$ cat config.mk
export PLATFORM = sky130hd
export DESIGN_NAME = srq_status
export DESIGN_NICKNAME = d
export VERILOG_FILES = /design/src/verilog/srq_evreg.v /design/src/verilog/srq_status.v
export VERILOG_INCLUDE_DIRS = /design/src /design/src/shared
export SDC_FILE = /design/constraint.sdc
export NUM_CORES = 1
export LEC_CHECK = 0
export CAP_MARGIN = 5
export CORE_ASPECT_RATIO = 0.9
export CORE_UTILIZATION = 60
export CTS_BUF_LIST = sky130_fd_sc_hd__clkbuf_16
export CTS_CLUSTER_DIAMETER = 80
export CTS_CLUSTER_SIZE = 20
export DETAILED_ROUTE_END_ITERATION = 12
export DONT_BUFFER_PORTS = 1
export MAX_ROUTING_LAYER = met4
export PLACE_DENSITY = 0.87
export SLEW_MARGIN = 20
export SYNTH_ARGS = -nofsm -noshare
export SYNTH_HDL_FRONTEND = slang
export SYNTH_SLANG_ARGS = --single-unit
$ cat constraint.sdc
create_clock -name clk_in -period 2.2 [get_ports clk_in]
set_input_delay 0.11 -clock clk_in [delete_from_list [all_inputs] [get_ports clk_in]]
set_output_delay 0.11 -clock clk_in [all_outputs]
set_load 0.03 [all_outputs]
$ cat src/shared/srq_map.vh
// Purpose: constants for the status byte and service request block
// Assumes: one 25 MHz clock, synchronous active-high reset
// Notes:   included by the status design file only, by bare name
//
// How it works
// [RL1] request condition is summary AND enable bits
// [RL2] enable register written and read back by software
// [RL3] enabled summary rising sets bit 6, raises request
// [RL4] serial poll clears request-service aspect
// [RL5] no new request until event register cleared
// [RL6] master summary stays until enabled summaries clear
// [RL7] controller polls, finds device with bit 6
// [RL8] status query equals poll value, clears nothing
// [RL9] message-available bit follows output buffer nonempty
// [RL10] completion command sets event bit 0 later
// [RL11] completion query holds bus, then queues one
// [RL12] controller sends nothing during completion query
// [RL13] value 32 selects event summary and command error
// [RL14] event register query returns then clears register
// [RL15] summary bits follow sources, never latch
// [RL16] status byte bits: 7 op, 5 event, 4 message
// [RL17] event bits: 7 power, 5 cmd, 4 exe, 2 query, 0 done
`ifndef SRQ_MAP_VH
`define SRQ_MAP_VH

// register word addresses (byte address, aligned words)
`define SRQ_ADDR_W        8
`define SRQ_A_STB         8'h00
`define SRQ_A_SRE         8'h04
`define SRQ_A_ESR         8'h08
`define SRQ_A_ESE         8'h0C
`define SRQ_A_OPR         8'h10
`define SRQ_A_OPE         8'h14
`define SRQ_A_CMD         8'h18
`define SRQ_A_IST         8'h1C
`define SRQ_A_IMK         8'h20

// status byte bit positions
`define SRQ_SB_OSB        7
`define SRQ_SB_RQS        6
`define SRQ_SB_ESB        5
`define SRQ_SB_MAV        4

// standard event bit positions
`define SRQ_EV_PON        7
`define SRQ_EV_CME        5
`define SRQ_EV_EXE        4
`define SRQ_EV_QYE        2
`define SRQ_EV_OPC        0

// command register bits
`define SRQ_C_OPC         0
`define SRQ_C_OPCQ        1
`define SRQ_C_CLS         2

// interrupt status bits
`define SRQ_I_SRQ         0
`define SRQ_I_OPCQ        1
`define SRQ_I_POLL        2
`define SRQ_I_W           3

// reset values and constants
`define SRQ_BYTE_ZERO     8'h00
`define SRQ_INT_ZERO      3'h0
`define SRQ_WORD_ZERO     32'h0000_0000
`define SRQ_OPC_REPLY     8'h31
`define SRQ_SEL_ESB       8'h20

`endif

$ cat src/verilog/srq_evreg.v
// Purpose: sticky event register with enable mask and summary bit
// Assumes: set and clear pulses come from logic on clk_in
// Notes:   a set in the same cycle as a clear wins
`default_nettype none

module srq_evreg #(
    parameter W = 8
) (
    // clock and reset
    input  wire         clk_in,
    input  wire         sys_rst_in,
    // event sources
    input  wire [W-1:0] set_in,
    input  wire         clr_in,
    // enable register write
    input  wire         en_wr_in,
    input  wire [W-1:0] en_data_in,
    // state
    output reg  [W-1:0] event_out,
    output reg  [W-1:0] enable_out,
    output wire         summary_out
);

    ////////////////////////////////////////////////////////////////////
    // sticky events: clear by query or clear-all, set wins
    always @(posedge clk_in) begin
        if (sys_rst_in) begin
            event_out <= {W{1'b0}};
        end else begin
            event_out <= (event_out & {W{~clr_in}}) | set_in; // [RL14]
        end
    end

    // enable register, loaded by software
    always @(posedge clk_in) begin
        if (sys_rst_in) begin
            enable_out <= {W{1'b0}};
        end else if (en_wr_in) begin
            enable_out <= en_data_in; // [RL13]
        end
    end

    // summary is combinational so it drops as soon as events clear
    assign summary_out = |(event_out & enable_out); // [RL15]

endmodule

`default_nettype wire

$ cat src/verilog/srq_status.v
// Purpose: status byte, service request and operation complete logic
// Assumes: all inputs come from logic on clk_in; 25 MHz clock
// Notes:   registers sit on a plain strobe port, read data one cycle on
`include "srq_map.vh"
`default_nettype none

module srq_status (
    // clock and reset
    input  wire        clk_in,
    input  wire        sys_rst_in,
    // register port
    input  wire [7:0]  reg_addr_in,
    input  wire [31:0] reg_wdata_in,
    input  wire        reg_wr_in,
    input  wire        reg_rd_in,
    output reg  [31:0] reg_rdata_out,
    // event sources
    input  wire        cmd_err_in,
    input  wire        exe_err_in,
    input  wire        qry_err_in,
    input  wire [7:0]  op_event_in,
    input  wire        op_busy_in,
    input  wire        out_empty_in,
    // bus side
    input  wire        serial_poll_in,
    output reg  [7:0]  poll_byte_out,
    output reg         srq_out,
    output reg         hold_bus_out,
    output reg         out_push_out,
    output reg  [7:0]  out_data_out,
    // interrupt
    output reg         irq_out
);

    ////////////////////////////////////////////////////////////////////
    // address decode helper, used for reads and writes
    function hit;
        input [7:0] a;
        input [7:0] b;
        begin
            hit = (a == b);
        end
    endfunction

    ////////////////////////////////////////////////////////////////////
    // state declarations
    reg  [7:0]  sre_r;         // service request enable
    reg  [7:0]  sum_prev_r;    // enabled summaries last cycle
    reg         pon_r;         // power-on event still to post
    reg         opc_pend_r;    // completion command waiting
    reg         opcq_pend_r;   // completion query waiting
    reg  [2:0]  ist_r;         // interrupt status, sticky
    reg  [2:0]  imk_r;         // interrupt mask
    reg  [31:0] rd_nxt;        // read data next value
    wire [7:0]  esr_w;         // standard event register
    wire [7:0]  ese_w;         // standard event enable
    wire [7:0]  opr_w;         // operation event register
    wire [7:0]  ope_w;         // operation event enable
    wire        esb_w;         // standard event summary
    wire        osb_w;         // operation summary
    wire        mav_w;         // message available
    wire [7:0]  sum_w;         // summary bits, bit 6 empty
    wire [7:0]  sum_en_w;      // summaries gated by enables
    wire        mss_w;         // master summary aspect of bit 6
    wire [7:0]  stb_w;         // status byte value
    wire        rise_w;        // an enabled summary rose
    wire [7:0]  std_set_w;     // standard event set pulses
    wire        opc_done_w;    // completion command finishes now
    wire        opcq_done_w;   // completion query finishes now
    wire        cmd_wr_w;      // command register written
    wire        cls_w;         // clear-all command
    wire        esr_rd_w;      // event register query
    wire        opr_rd_w;      // operation register query
    wire [2:0]  iset_w;        // interrupt events this cycle

    ////////////////////////////////////////////////////////////////////
    // write and read decodes
    assign cmd_wr_w = reg_wr_in & hit(reg_addr_in, `SRQ_A_CMD);
    assign cls_w    = cmd_wr_w & reg_wdata_in[`SRQ_C_CLS];
    assign esr_rd_w = reg_rd_in & hit(reg_addr_in, `SRQ_A_ESR);
    assign opr_rd_w = reg_rd_in & hit(reg_addr_in, `SRQ_A_OPR);

    ////////////////////////////////////////////////////////////////////
    // standard event register and its enable
    assign opc_done_w = opc_pend_r & ~op_busy_in; // [RL10]

    // event bit layout of the standard register
    assign std_set_w[`SRQ_EV_PON] = pon_r;       // [RL17]
    assign std_set_w[6]           = 1'b0;
    assign std_set_w[`SRQ_EV_CME] = cmd_err_in;  // [RL17]
    assign std_set_w[`SRQ_EV_EXE] = exe_err_in;  // [RL17]
    assign std_set_w[3]           = 1'b0;
    assign std_set_w[`SRQ_EV_QYE] = qry_err_in;  // [RL17]
    assign std_set_w[1]           = 1'b0;
    assign std_set_w[`SRQ_EV_OPC] = opc_done_w;  // [RL17]

    srq_evreg #(
        .W           (8)
    ) u_std (
        .clk_in      (clk_in),
        .sys_rst_in  (sys_rst_in),
        .set_in      (std_set_w),
        .clr_in      (esr_rd_w | cls_w),
        .en_wr_in    (reg_wr_in & hit(reg_addr_in, `SRQ_A_ESE)),
        .en_data_in  (reg_wdata_in[7:0]),
        .event_out   (esr_w),
        .enable_out  (ese_w),
        .summary_out (esb_w)
    );

    ////////////////////////////////////////////////////////////////////
    // operation event register and its enable
    srq_evreg #(
        .W           (8)
    ) u_op (
        .clk_in      (clk_in),
        .sys_rst_in  (sys_rst_in),
        .set_in      (op_event_in),
        .clr_in      (opr_rd_w | cls_w),
        .en_wr_in    (reg_wr_in & hit(reg_addr_in, `SRQ_A_OPE)),
        .en_data_in  (reg_wdata_in[7:0]),
        .event_out   (opr_w),
        .enable_out  (ope_w),
        .summary_out (osb_w)
    );

    ////////////////////////////////////////////////////////////////////
    // status byte assembly; summaries follow their sources
    assign mav_w = ~out_empty_in; // [RL9]

    assign sum_w[`SRQ_SB_OSB] = osb_w;  // [RL16]
    assign sum_w[`SRQ_SB_RQS] = 1'b0;
    assign sum_w[`SRQ_SB_ESB] = esb_w;  // [RL16] [RL15]
    assign sum_w[`SRQ_SB_MAV] = mav_w;  // [RL16]
    assign sum_w[3:0]         = 4'h0;

    // request condition is each summary anded with its enable
    assign sum_en_w = sum_w & sre_r;  // [RL1]
    assign mss_w    = |sum_en_w;      // [RL1] [RL6]

    // bit 6 shows master summary for both poll and query
    assign stb_w = {sum_w[7], mss_w, sum_w[5:0]}; // [RL8]

    // only a 0 to 1 change of an enabled summary asks again
    assign rise_w = |(sum_en_w & ~sum_prev_r); // [RL3] [RL5]

    ////////////////////////////////////////////////////////////////////
    // service request enable register
    always @(posedge clk_in) begin
        if (sys_rst_in) begin
            sre_r <= `SRQ_BYTE_ZERO;
        end else if (reg_wr_in & hit(reg_addr_in, `SRQ_A_SRE)) begin
            sre_r <= reg_wdata_in[7:0]; // [RL2] [RL13]
        end
    end

    ////////////////////////////////////////////////////////////////////
    // edge tracking of enabled summaries
    always @(posedge clk_in) begin
        if (sys_rst_in) begin
            sum_prev_r <= `SRQ_BYTE_ZERO;
        end else begin
            // a bit must fall before it can raise a new request
            sum_prev_r <= sum_en_w; // [RL5]
        end
    end

    ////////////////////////////////////////////////////////////////////
    // request-service flag and request line
    always @(posedge clk_in) begin
        // the request line itself is the request-service aspect of bit 6
        if (sys_rst_in) begin
            srq_out <= 1'b0;
        end else begin
            if (rise_w) begin
                // a new rise wins over a poll in the same cycle
                srq_out <= 1'b1; // [RL3]
            end else if (serial_poll_in) begin
                srq_out <= 1'b0; // [RL4]
            end
        end
    end

    ////////////////////////////////////////////////////////////////////
    // serial poll answer, master summary stays untouched
    always @(posedge clk_in) begin
        if (sys_rst_in) begin
            poll_byte_out <= `SRQ_BYTE_ZERO;
        end else if (serial_poll_in) begin
            // controller finds the requester by bit 6
            poll_byte_out <= stb_w; // [RL6] [RL7]
        end
    end

    ////////////////////////////////////////////////////////////////////
    // power-on event, posted once after reset
    always @(posedge clk_in) begin
        if (sys_rst_in) begin
            pon_r <= 1'b1;
        end else begin
            pon_r <= 1'b0; // [RL17]
        end
    end

    ////////////////////////////////////////////////////////////////////
    // completion command: other commands still accepted meanwhile
    always @(posedge clk_in) begin
        if (sys_rst_in) begin
            opc_pend_r <= 1'b0;
        end else if (cmd_wr_w & reg_wdata_in[`SRQ_C_OPC]) begin
            opc_pend_r <= 1'b1; // [RL10]
        end else if (opc_done_w) begin
            opc_pend_r <= 1'b0; // [RL10]
        end
    end

    ////////////////////////////////////////////////////////////////////
    // completion query: hold bus, then queue the reply, no event bit
    assign opcq_done_w = opcq_pend_r & ~op_busy_in; // [RL11]

    always @(posedge clk_in) begin
        if (sys_rst_in) begin
            opcq_pend_r  <= 1'b0;
            hold_bus_out <= 1'b0;
            out_push_out <= 1'b0;
            out_data_out <= `SRQ_BYTE_ZERO;
        end else begin
            out_push_out <= opcq_done_w; // [RL11]
            if (opcq_done_w) begin
                out_data_out <= `SRQ_OPC_REPLY; // [RL11]
            end
            // the controller must stay quiet while this is held
            if (cmd_wr_w & reg_wdata_in[`SRQ_C_OPCQ]) begin
                opcq_pend_r  <= 1'b1; // [RL11] [RL12]
                hold_bus_out <= 1'b1; // [RL11]
            end else if (opcq_done_w) begin
                opcq_pend_r  <= 1'b0;
                hold_bus_out <= 1'b0; // [RL11]
            end
        end
    end

    ////////////////////////////////////////////////////////////////////
    // interrupt status: write one to clear, set wins
    assign iset_w[`SRQ_I_SRQ]  = rise_w;
    assign iset_w[`SRQ_I_OPCQ] = opcq_done_w;
    assign iset_w[`SRQ_I_POLL] = serial_poll_in;

    always @(posedge clk_in) begin
        if (sys_rst_in) begin
            ist_r <= `SRQ_INT_ZERO;
        end else if (reg_wr_in & hit(reg_addr_in, `SRQ_A_IST)) begin
            ist_r <= (ist_r & ~reg_wdata_in[`SRQ_I_W-1:0]) | iset_w;
        end else begin
            ist_r <= ist_r | iset_w;
        end
    end

    // interrupt mask register
    always @(posedge clk_in) begin
        if (sys_rst_in) begin
            imk_r <= `SRQ_INT_ZERO;
        end else if (reg_wr_in & hit(reg_addr_in, `SRQ_A_IMK)) begin
            imk_r <= reg_wdata_in[`SRQ_I_W-1:0];
        end
    end

    // level interrupt output
    always @(posedge clk_in) begin
        if (sys_rst_in) begin
            irq_out <= 1'b0;
        end else begin
            irq_out <= |(ist_r & imk_r);
        end
    end

    ////////////////////////////////////////////////////////////////////
    // read mux; unmapped addresses read zero
    always @* begin
        rd_nxt = `SRQ_WORD_ZERO;
        case (reg_addr_in)
            `SRQ_A_STB: rd_nxt[7:0]  = stb_w;     // [RL8]
            `SRQ_A_SRE: rd_nxt[7:0]  = sre_r;     // [RL2]
            `SRQ_A_ESR: rd_nxt[7:0]  = esr_w;     // [RL14]
            `SRQ_A_ESE: rd_nxt[7:0]  = ese_w;
            `SRQ_A_OPR: rd_nxt[7:0]  = opr_w;
            `SRQ_A_OPE: rd_nxt[7:0]  = ope_w;
            `SRQ_A_CMD: rd_nxt[2:0]  = {1'b0, opcq_pend_r, opc_pend_r};
            `SRQ_A_IST: rd_nxt[2:0]  = ist_r;
            `SRQ_A_IMK: rd_nxt[2:0]  = imk_r;
            default:    rd_nxt       = `SRQ_WORD_ZERO;
        endcase
    end

    // read data register, valid the cycle after the strobe
    always @(posedge clk_in) begin
        if (sys_rst_in) begin
            reg_rdata_out <= `SRQ_WORD_ZERO;
        end else if (reg_rd_in) begin
            reg_rdata_out <= rd_nxt;
        end else begin
            reg_rdata_out <= `SRQ_WORD_ZERO;
        end
    end

endmodule

`default_nettype wire

# == Word level (Yosys, flattened, before mapping) ==
# Cells that the tools add are included.
# classes
add_sub_neg,0
n_mul,0
div,0
order_cmp,0
n_eq_ne,8
n_shift,0
muxes,10
bitwise,34
n_reduce_logical,10
# ops
cell,n
$and A8 B8 Y8,6
$eq A8 B5 Y1 const B,4
$reduce_or A8 Y1,4
$pmux W5 S6,1
$pmux W3 S8,1
$eq A8 B4 Y1 const B,2
$or A8 B8 Y8,2
$and A1 B1 Y1,13
$eq A8 B3 Y1 const B,1
$eq A8 B6 Y1 const B,1
$logic_not A8 Y1,1
$not A8 Y8,1
$mux W1,7
$and A3 B3 Y3,2
$or A3 B3 Y3,2
$reduce_bool A2 Y1,3
$not A1 Y1,5
$mux W3,1
$not A3 Y3,1
$reduce_or A3 Y1,1
$or A1 B1 Y1,2
$reduce_or A2 Y1,1
# word_totals
register_bits,97
latchBits,0
mem_bits_rw,0
rom_bits,0
inputBits,58
out_inout_bits,52
elab_cells,80
memories,0

# == Logic depth before layout (Yosys ltp) ==
# Gate-level depths: netlist of run 1.
# depth
ltp_word,7
mapped_depth,6
ltp_nobuf,4

# == Cells and area by module ==
# A second synthesis of run 1 with hierarchy kept.
# unflattened
hier_cells,360
hier_area_um2,3299.4
# by_module_without_submodules
module,instances,cells_per_inst,area_per_inst_um2,seq_area_each_um2
srq_status,1,232,2055.7,720.7
srq_evreg,2,64,621.8,320.3

# == Worst setup path before layout of run 1 ==
# No wires, ideal clock.
# synth_timing
path_type,input -> register
startpoint,input reg_addr_in[4]
endpoint,register u_std.enable_out[7]
setup_time_ns,0.128
t_arrival_ns,1.424
t_required_ns,2.072
slack_ns,0.649
stages,5
n_path_buf,1
cell_sequence,buf_6 -> or4_4 -> nor3_4 -> mux2i_1 -> nor2_1
# synth_via
elab_chain_len,2
# synth_rtl
item,line_no,source
"start, declared",srq_status.v:12,"input wire [7:0] reg_addr_in,"
$eq A8 B4 Y1,srq_status.v:41,hit = (a == b);
$and A1 B1 Y1,srq_status.v:104,".en_wr_in (reg_wr_in & hit(reg_addr_in, `SRQ_A_ESE)),"
"end signal, assigned",srq_evreg.v:37,enable_out <= {W{1'b0}};
"end signal, assigned",srq_evreg.v:39,enable_out <= en_data_in;
"end, declared",srq_evreg.v:20,"output reg [W-1:0] enable_out,"
# Every way passes these cells.
# A chain may end at the register's enable or synchronous reset.

# == Final worst setup path of run 1 ==
# layout_timing
startpoint,input reg_addr_in[5]
endpoint,register opcq_pend_r
# layout_via
elab_chain_len,4
elab_cells_between_ends,5
cone_classes,eq/ne: 1; mux: 1; bitwise: 2; reduce/logical: 1
# layout_rtl
item,line_no,source
$eq A8 B5 Y1 *,srq_status.v:41,
$and A1 B1 Y1 *,srq_status.v:78,"assign cmd_wr_w = reg_wr_in & hit(reg_addr_in, `SRQ_A_CMD);"
$and A1 B1 Y1 *,srq_status.v:233,if (cmd_wr_w & reg_wdata_in[`SRQ_C_OPCQ]) begin
$mux W1 / $reduce_bool A2 Y1 (equally long branches),-,
"end signal, assigned",srq_status.v:223,opcq_pend_r <= 1'b0;
"end signal, assigned",srq_status.v:234,opcq_pend_r <= 1'b1;
"end signal, assigned",srq_status.v:237,opcq_pend_r <= 1'b0;
"end, declared",srq_status.v:51,reg opcq_pend_r;
# Mark *: on every way between the ends. The rest lies on a longest branch, timed or not.

==> flow_metrics.env, run 1 <==
export IMPL_dieHeight_um=71.0
export IMPL_max_freq_mhz=524
export IMPL_whs_path_depth=3
export IMPL_yosys_warnings=0
export IMPL_insertion_delay_ps=330
export IMPL_p_leak_uw=0.00157
export IMPL_ys_ff_latch=68
export IMPL_final_common_cell="dfxtp_1"
export IMPL_vias=2782
export IMPL_cts_resized=0
export IMPL_antenna_found_initial=1
export IMPL_post_synth_num_cell_types=47
export IMPL_fin_setup_tns_ps=0
export IMPL_grt_first_pass_wirelength_um=13500
export IMPL_final_setup_skew_ps=6.81
export IMPL_setup_viol=0
export IMPL_clkSlewWorstSetupHoldPaths_ps=50
export IMPL_areaGrowthSynthToFinish_pct=16.0
export IMPL_worstSetupStartpointType="input port"
export IMPL_mostFrequentLayoutCells="dfxtp_1, nor2_1, mux2i_1, conb_1, dlygate4sd3_1"
export IMPL_fin_crit_sh_pct=86.8
export IMPL_hold_violations=0
export IMPL_arrival_ps=2190
export IMPL_worstPathRequired_ps=2480
export IMPL_grt_pass1_vias=2619
export IMPL_track_usage_pct=33.7
export IMPL_syn_inst=338
export IMPL_cts_sinks=68
export IMPL_async_flop_share_pct=0
export IMPL_tritoncts="built"
export IMPL_postCtsSetupBuffers=0
export IMPL_outcome="complete, no violations"
export IMPL_ctsHoldBuffers=27
export IMPL_finalMaxSlewViolations=0
export IMPL_fin_crit_ps=1910
export IMPL_drc=0
export IMPL_dieArea_mm2=0.00558
export IMPL_cellPowerDensity_mw_per_mm2=821
export IMPL_cts_max_path_buffers=2
export IMPL_r2r_cells=4
export IMPL_synth_area_leaders="dfxtp_1, mux2i_1, buf_4"
export IMPL_tightest_slew_ps=1040
export IMPL_synth_edff_count=0
export IMPL_hold_path_class="in -> reg"
export IMPL_num_rows=24
export IMPL_avgViaCountPerCell=6.38
export IMPL_pin_count=110
export IMPL_ys_seq_area_share_pct=42.9
export IMPL_fin_total_pwr_uw=3020
export IMPL_max_cap_violations=0
export IMPL_overflow=0
export IMPL_wl_per_cell_um=19.9
export IMPL_rsz0062_at_grt="false"
export IMPL_synth_top_cell_area_share_pct=42.9
export IMPL_gp_congestion=0.979
export IMPL_coreArea_mm2=0.00495
export IMPL_slew_headroom_pct=30.7
export IMPL_ir_worst_vdd_mv=0.568
export IMPL_grt_max_degree=40
export IMPL_nNetsFinal=423
export IMPL_port_buffers=0
export IMPL_crit_fanout=7
export IMPL_ant_nets=0
export IMPL_final_util_pct=74.3
export IMPL_netlist_area_mm2=0.00317
export IMPL_root_buffer="clkbuf_16"
export IMPL_synth_flop_cell="dfxtp_1"
export IMPL_synth_area_per_cell_um2=9.38
export IMPL_first_iter_violations=433
export IMPL_crit_type="in -> reg"
export IMPL_dr_pass1_iters=5
export IMPL_cts_buffers=9
export IMPL_worstSetupEndpointType="flip-flop"
export IMPL_synth_top_cell_by_area="dfxtp_1"
export IMPL_initial_core_util_pct=64.0
export IMPL_fp_dieW_um=78.6
export IMPL_h_tree_depth=3
export IMPL_drive_above_1_share_pct=8.92
export IMPL_dp_hpwl_um=5310
export IMPL_routed_wl_um=8670
==> worst paths after layout <==
check	slack, ps	startpoint	end
min reg2reg	450	out_data_out[0]	out_data_out[0]
max	290	reg_addr_in[5]	opcq_pend_r
min	3	sys_rst_in	ist_r[1]
max reg2reg	390	u_std.event_out[1]	reg_rdata_out[6]
==> power by group <==
| part | leakage [uW] | total, uW | internal [uW] | switching [uW] |
|---|---|---|---|---|
| Combinational | 0.000862 | 232 | 80.5 | 151 |
| Sequential | 0.000553 | 1300 | 1260 | 35.1 |
| Clock | 0.000157 | 1490 | 977 | 517 |
==> kinds of logic (layout without fill, tap and decap cells) <==
logic type | Yosys count | count (layout) | synth area share (%)
flip-flops | 68 | 68 | 42.9
AO/OA/AOI/OAI | 64 | 64 | 14.7
buffers and inverters | 54 | 54 | 10.8
XOR/XNOR | 1 | 1 | 0.276
multiplexers | 42 | 42 | 13.6
other | 1 | 34 | 0.118
AND/OR/NAND/NOR | 108 | 108 | 17.7
==> cell type report <==
| type | count | area, um^2 |
|---|---|---|
| fill | 337 | 1270 |
| clock buffer | 9 | 225 |
| tap | 65 | 81.3 |
| multi-input combinational | 248 | 1590 |
| timing repair buffer | 31 | 310 |
| clock inverter | 7 | 83.8 |
| antenna | 1 | 2.50 |
| sequential | 68 | 1360 |
| inverter | 7 | 26.3 |
==> synth_stat cells (all sizes together), types with 2 or more instances <==
cell    number
o21ai        7
mux2i       34
a32oi        3
mux2         8
nor4b        2
o211ai       3
and2         7
a21oi        8
a221oi       3
a211oi       4
buf         39
or3b         3
clkbuf       8
and3         3
nor2        43
nand2       12
nor4         2
nand2b       4
nand4        5
dfxtp       68
a22oi       12
a31oi        5
nor2b        3
nor3        10
a22o        13
nand3        9
inv          6
==> sequential cells by signal (all words and copies together) (netlist names), 3 cells and up <==
name and count:
imk_r 3, ist_r 3, poll_byte_out 4, reg_rdata_out 8
sre_r 8, sum_prev_r 3, u_op.enable_out 8, u_op.event_out 8
u_std.enable_out 8, u_std.event_out 8
==> worst max-delay path, stage by stage <==
cell and delay, ps:
nor4b_2 540, nand4_1 310, or3b_2 520, a21oi_1 150
dlygate4sd3_1 550
==> per-stage QoR <==
step	instances	setup slack [ps]	instance area (um^2)	hold WS, ps
2_1_floorplan	370	649	3290	138
6_report	436	291	3680	3.16
3_5_place_dp	392	506	3090	142
5_1_grt	436	212	3680	2.89
3_3_place_gp	392	584	3090	141
4_1_cts	435	388	3680	3.30
==> routing by layer <==
metal | part of all wire [%] | vias up | GRT usage [%] | wire, um
met4 | 3.6 | 0 | 14.8 | 312
met2 | 46 | 205 | 51.2 | 4000
met5 | 0 | - | - | 0
met3 | 12 | 45 | 15.0 | 1010
met1 | 39 | 1315 | 38.3 | 3350
li1 | - | 1217 | - | -
Power figures use the tool's default switching activity.
==> run 2, diff against run 1 <==
--- a/config.mk
+++ b/config.mk
@@ -15,7 +15,7 @@
 export DETAILED_ROUTE_END_ITERATION = 12
 export DONT_BUFFER_PORTS = 1
 export MAX_ROUTING_LAYER = met4
-export PLACE_DENSITY = 0.87
+export PLACE_DENSITY = 0.83
 export SLEW_MARGIN = 20
 export SYNTH_ARGS = -nofsm -noshare
 export SYNTH_HDL_FRONTEND = slang
==> flow_metrics.env, run 2 (synthesis results as in run 1) <==
export IMPL_seqPwrFrac_pct=47.0
export IMPL_fin_setup_tns_ps=0
export IMPL_vias=2685
export IMPL_cts_buffers=9
export IMPL_worstSetupEndpointType="flip-flop"
export IMPL_initial_core_util_pct=64.0
export IMPL_switchingPower_uw=682
export IMPL_crit_path_top_delay_cell="dlygate4sd3_1"
export IMPL_pin_count=110
export IMPL_tritoncts="built"
export IMPL_combPwrFrac_pct=8.3
export IMPL_p_leak_uw=0.00155
export IMPL_clkPwrFrac_pct=44.7
export IMPL_dp_hpwl_um=5250
export IMPL_slew_headroom_pct=47.6
export IMPL_antenna_found_initial=0
export IMPL_num_rows=24
export IMPL_insertion_delay_ps=330
export IMPL_overflow=0
export IMPL_use_met1_pct=38.4
export IMPL_path_cells="nor4b_2, nand4_1, or3b_2, a21oi_1, dlygate4sd3_1"
export IMPL_dieArea_mm2=0.00558
export IMPL_dr_pass1_iters=5
export IMPL_cellPowerDensity_mw_per_mm2=762
export IMPL_track_usage_pct=31.9
export IMPL_final_setup_skew_ps=4.96
export IMPL_r2r_cells=4
export IMPL_areaGrowthSynthToFinish_pct=14.2
export IMPL_outcome="complete, no violations"
export IMPL_final_util_pct=73.1
export IMPL_port_buffers=0
export IMPL_cts_resized=0
export IMPL_avgViaCountPerCell=6.17
export IMPL_p_int_uw=2080
export IMPL_grt_use_met2_pct=47.0
export IMPL_max_freq_mhz=545
export IMPL_critPathMaxStageDelay_ps=560
export IMPL_antenna_cells_inserted=0
export IMPL_path_buf_inv=1
export IMPL_rsz0062_at_grt="false"
export IMPL_whs_endpoint="reg_rdata_out[7]"
export IMPL_grt_pass1_vias=2443
export IMPL_h_tree_depth=3
export IMPL_fillers=371
export IMPL_r2r_end="reg_rdata_out[6]"
export IMPL_hold_violations=0
export IMPL_whs_path_depth=2
export IMPL_gp_congestion=0.930
export IMPL_min_from="reg_addr_in[2]"
export IMPL_fin_crit_sh_pct=83.5
export IMPL_cts_sinks=68
export IMPL_hold_ws_ps=21.2
export IMPL_critical_path_top_delay_family="simple AND/OR/NAND/NOR gates"
export IMPL_root_buffer="clkbuf_16"
export IMPL_reg2reg_slack_ps=590
export IMPL_mostFrequentLayoutCells="dfxtp_1, nor2_1, mux2i_1, conb_1, dlygate4sd3_1"
export IMPL_clkSlewWorstSetupHoldPaths_ps=50
export IMPL_worstSetupStartpointType="input port"
export IMPL_coreArea_mm2=0.00495
export IMPL_ant_nets=0
export IMPL_p_sw_share_pct=24.7
export IMPL_hold_path_class="in -> reg"
export IMPL_first_iter_violations=291
export IMPL_arrival_ps=2110
export IMPL_dieHeight_um=71.0
export IMPL_grt_util_met3_pct=12.8
export IMPL_grt_busiest_layer="met2"
export IMPL_grt_first_pass_wirelength_um=12500
export IMPL_routed_wl_um=8010
export IMPL_fin_crit_ps=1840
export IMPL_drc=0
export IMPL_wl_per_cell_um=18.4
export IMPL_worstReg2RegStart="u_op.event_out[4]"
export IMPL_drive_above_1_share_pct=8.38
export IMPL_tightest_slew_ps=782
export IMPL_crit_type="in -> reg"
export IMPL_worstPathRequired_ps=2480
export IMPL_setup_viol=0
export IMPL_nNetsFinal=423
export IMPL_cts_max_path_buffers=2
export IMPL_crit_fanout=7
export IMPL_final_common_cell="dfxtp_1"
export IMPL_finalMaxSlewViolations=0
export IMPL_grt_max_degree=41
export IMPL_max_cap_violations=0
export IMPL_fp_dieW_um=78.6
export IMPL_ir_worst_vdd_mv=0.841
-- run 2: power groups by stage --
stage	logic, uW	clock network (uW)	registers, uW
after detailed placement	161	0	1320
after global placement	158	0	1320
after CTS	221	1240	1300
after floorplan	216	0	1310
after global routing	241	1310	1300
final	228	1230	1300
-- run 2: layer usage --
layer	vias to the layer above	wire length, um
li1	1217	-
met1	1260	3180
met2	182	3650
met3	26	922
met4	0	259
met5	-	0
-- run 2: area by class of cell --
| cell class | count | area [um^2] | share of cell area (%) |
|---|---|---|---|
| clock buffer | 9 | 225 | 6.22 |
| clock inverter | 7 | 30.0 | 0.829 |
| inverter | 7 | 26.3 | 0.725 |
| multi-input combinational | 248 | 1590 | 43.9 |
| sequential | 68 | 1360 | 37.6 |
| tap | 65 | 81.3 | 2.24 |
| timing repair buffer | 31 | 310 | 8.56 |
-- run 2: how the worst max path moves through the flow --
stage	from	slack, ps	end	cells after the start
3_3_place_gp	u_op.event_out[4]	570	reg_rdata_out[6]	4
4_1_cts	reg_addr_in[5]	430	opc_pend_r	5
3_5_place_dp	reg_addr_in[3]	560	u_op.enable_out[0]	4
5_1_grt	reg_addr_in[5]	300	opc_pend_r	5
6_report	reg_addr_in[5]	360	opc_pend_r	5
2_1_floorplan	reg_addr_in[4]	650	u_std.enable_out[7]	5
-- run 2: through the flow --
stage               instance area [um^2]  setup WS (ps)  cells  total power (uW)
floorplan                           3290            649    370              1520
global placement                    3090            567    392              1480
detailed placement                  3090            555    392              1480
CTS                                 3610            435    434              2760
global route                        3620            302    435              2850
finish                              3620            364    435              2760
-- run 2: timing repair --
action	4_1_cts	5_1_grt
endpoints found under the hold margin	53	1
setup endpoints to repair	0	0
buffers inserted	0	0
hold buffers	26	1
==> run 3, diff against run 2 <==
--- a/config.mk
+++ b/config.mk
@@ -6,6 +6,7 @@
 export SDC_FILE = /design/constraint.sdc
 export NUM_CORES = 1
 export LEC_CHECK = 0
+export ABC_AREA = 1
 export CAP_MARGIN = 5
 export CORE_ASPECT_RATIO = 0.9
 export CORE_UTILIZATION = 60
==> constraint.sdc (replaced) <==
create_clock -name clk_in -period 1.9 [get_ports clk_in]
set_input_delay 0.095 -clock clk_in [delete_from_list [all_inputs] [get_ports clk_in]]
set_output_delay 0.095 -clock clk_in [all_outputs]
set_load 0.03 [all_outputs]
==> flow_metrics.env, run 3 <==
export IMPL_h_tree_depth=3
export IMPL_num_rows=25
export IMPL_reg2reg_slack_ps=490
export IMPL_netlist_area_mm2=0.00332
export IMPL_syn_inst=471
export IMPL_p_leak_uw=0.00173
export IMPL_synth_area_per_cell_um2=7.06
export IMPL_dp_hpwl_um=5420
export IMPL_crit_fanout=4
export IMPL_clkPwrFrac_pct=47.0
export IMPL_synth_top_cell_by_area="dfxtp_1"
export IMPL_port_buffers=0
export IMPL_max_freq_mhz=711
export IMPL_root_buffer="clkbuf_16"
export IMPL_cts_resized=0
export IMPL_ir_worst_vdd_mv=0.706
export IMPL_p_int_uw=2510
export IMPL_fin_crit_sh_pct=74.0
export IMPL_finalMaxSlewViolations=0
export IMPL_p_sw_share_pct=23.7
export IMPL_regArea_mm2=0.00136
export IMPL_async_flop_share_pct=0
export IMPL_setup_slack_ps=494
export IMPL_seqPwrFrac_pct=45.3
export IMPL_pin_count=110
export IMPL_drive_above_1_share_pct=7.80
export IMPL_dieArea_mm2=0.00584
export IMPL_mostFrequentLayoutCells="nand2_1, dfxtp_1, nor2_1, a21oi_1, inv_1"
export IMPL_tritoncts="built"
export IMPL_drc=0
export IMPL_ys_ff_latch=68
export IMPL_yosys_warnings=0
export IMPL_post_synth_num_cell_types=29
export IMPL_nNetsFinal=555
export IMPL_tightest_slew_ps=550
export IMPL_synth_area_leaders="dfxtp_1, nand2_1, buf_4"
export IMPL_fin_total_pwr_uw=3280
export IMPL_vias=3000
export IMPL_worstReg2RegStart="opcq_pend_r"
export IMPL_worstSetupEndpointType="flip-flop"
export IMPL_crit_start="opcq_pend_r"
export IMPL_grt_first_pass_wirelength_um=12900
export IMPL_hold_violations=0
export IMPL_yosys_top_cells_count="nand2_1, dfxtp_1, nor2_1"
export IMPL_areaGrowthSynthToFinish_pct=13.5
export IMPL_dr_pass1_iters=5
export IMPL_initial_core_util_pct=62.9
export IMPL_antenna_found_initial=0
export IMPL_synth_flop_cell="dfxtp_1"
export IMPL_antenna_cells_inserted=0
export IMPL_wl_per_cell_um=14.2
export IMPL_cts_max_path_buffers=2
export IMPL_hold_path_class="in -> reg"
export IMPL_r2r_cells=3
export IMPL_arrival_ps=1680
export IMPL_cts_buffers=9
export IMPL_worstSetupStartpointType="flip-flop"
export IMPL_track_usage_pct=31.0
export IMPL_synth_edff_count=0
export IMPL_insertion_delay_ps=330
export IMPL_gp_congestion=0.898
export IMPL_crit_type="reg -> reg"
export IMPL_cts_sinks=68
export IMPL_rsz0062_at_grt="false"
export IMPL_ys_seq_area_share_pct=40.9
export IMPL_cellPowerDensity_mw_per_mm2=870
export IMPL_overflow=0
export IMPL_coreArea_mm2=0.00529
export IMPL_postCtsSetupBuffers=0
export IMPL_place_ws_ps=456
export IMPL_r2r_end="opcq_pend_r"
export IMPL_clkSlewWorstSetupHoldPaths_ps=50
export IMPL_final_setup_skew_ps=4.41
export IMPL_multi_input_area_mm2=0.00161
export IMPL_combPwrFrac_pct=7.8
export IMPL_synth_top_cell_area_share_pct=40.9
export IMPL_routed_wl_um=8050
export IMPL_slew_headroom_pct=63.1
export IMPL_final_common_cell="nand2_1"
export IMPL_fin_crit_ps=1410
export IMPL_endpoint="opcq_pend_r"
export IMPL_outcome="complete, no violations"
export IMPL_fp_dieW_um=80.5
export IMPL_dieHeight_um=72.6
export IMPL_fillers=437
export IMPL_fin_setup_tns_ps=0
export IMPL_max_cap_violations=0
export IMPL_avgViaCountPerCell=5.29
export IMPL_first_iter_violations=312
export IMPL_ant_nets=0
export IMPL_worstPathRequired_ps=2180
export IMPL_switchingPower_uw=777
export IMPL_grt_max_degree=42
export IMPL_synth_most_common_cell="nand2_1"
export IMPL_grt_pass1_vias=2823
export IMPL_setup_viol=0
-- run 3: cell count changes after synthesis, moves of 13 or more --
cell / change
inv_1: +30
nand2_1: +121
mux2i_1: -34
nand3_1: +26
a21oi_1: +37
nor2_1: +16
a22o_1: -13
-- run 3: stage by stage --
| stage | hold WS [ps] | std cells | utilization [%] | area, um^2 |
|---|---|---|---|---|
| 6_report | 9.25 | 567 | 71.4 | 3770 |
| 3_5_place_dp | 125 | 526 | 61.0 | 3220 |
| 3_3_place_gp | 125 | 526 | 61.0 | 3220 |
| 4_1_cts | 1.49 | 567 | 71.4 | 3770 |
| 2_1_floorplan | 123 | 503 | - | 3440 |
| 5_1_grt | 24.5 | 567 | 71.4 | 3770 |
-- run 3: worst max-delay path: stages, from the launching register on --
cell and delay, ps:
dfxtp_1 560, nand2_1 90, a21oi_1 160, dlygate4sd3_1 550
-- run 3: final cells by class --
class | count | share of cell area (%)
multi-input cells | 348 | 42.5
flip-flops and latches | 68 | 36.1
repair buffers | 30 | 8.02
clock buffers | 9 | 5.97
inverters | 40 | 3.98
well taps | 67 | 2.22
clock inverters | 5 | 1.23
-- run 3: metal layers --
layer | wire length, um | part of all wire (%) | up-vias | global-route usage, %
met5 | 0 | 0 | - | -
met4 | 192 | 2.4 | 0 | 11.7
met3 | 706 | 8.8 | 21 | 9.63
met2 | 3850 | 48 | 137 | 49.1
met1 | 3310 | 41 | 1369 | 36.9
li1 | - | - | 1473 | -
-- run 3: power groups by stage --
| stage | clock network [uW] | logic (uW) | registers [uW] |
|---|---|---|---|
| 2_1_floorplan | 0 | 229 | 1510 |
| 3_3_place_gp | 0 | 176 | 1510 |
| 3_5_place_dp | 0 | 180 | 1520 |
| 4_1_cts | 1560 | 249 | 1490 |
| 5_1_grt | 1620 | 277 | 1490 |
| 6_report | 1540 | 255 | 1490 |
-- run 3: how the worst min path moves through the flow --
stage	start	end	slack (ps)	cells past startpoint
finish	reg_wr_in	sre_r[3]	9	3
global route	reg_wr_in	sre_r[5]	20	3
CTS	reg_wdata_in[0]	sre_r[0]	1	2
detailed placement	sys_rst_in	pon_r	120	0
global placement	sys_rst_in	pon_r	120	0
floorplan	sys_rst_in	pon_r	120	0
-- run 3: logic make-up (layout without fill, tap and decap cells) --
logic type | Yosys count | in the layout | synth area share [%]
compound gates | 68 | 68 | 10.5
buf+inv | 87 | 84 | 14.4
flops | 68 | 68 | 40.9
other cells | 1 | 33 | 0.113
simple gates | 247 | 247 | 34.0
-- run 3: what timing repair did --
action | in CTS | in global routing
hold endpoints to repair | 54 | 0
hold buffers | 27 | 0
endpoints found under the setup margin | 0 | 0
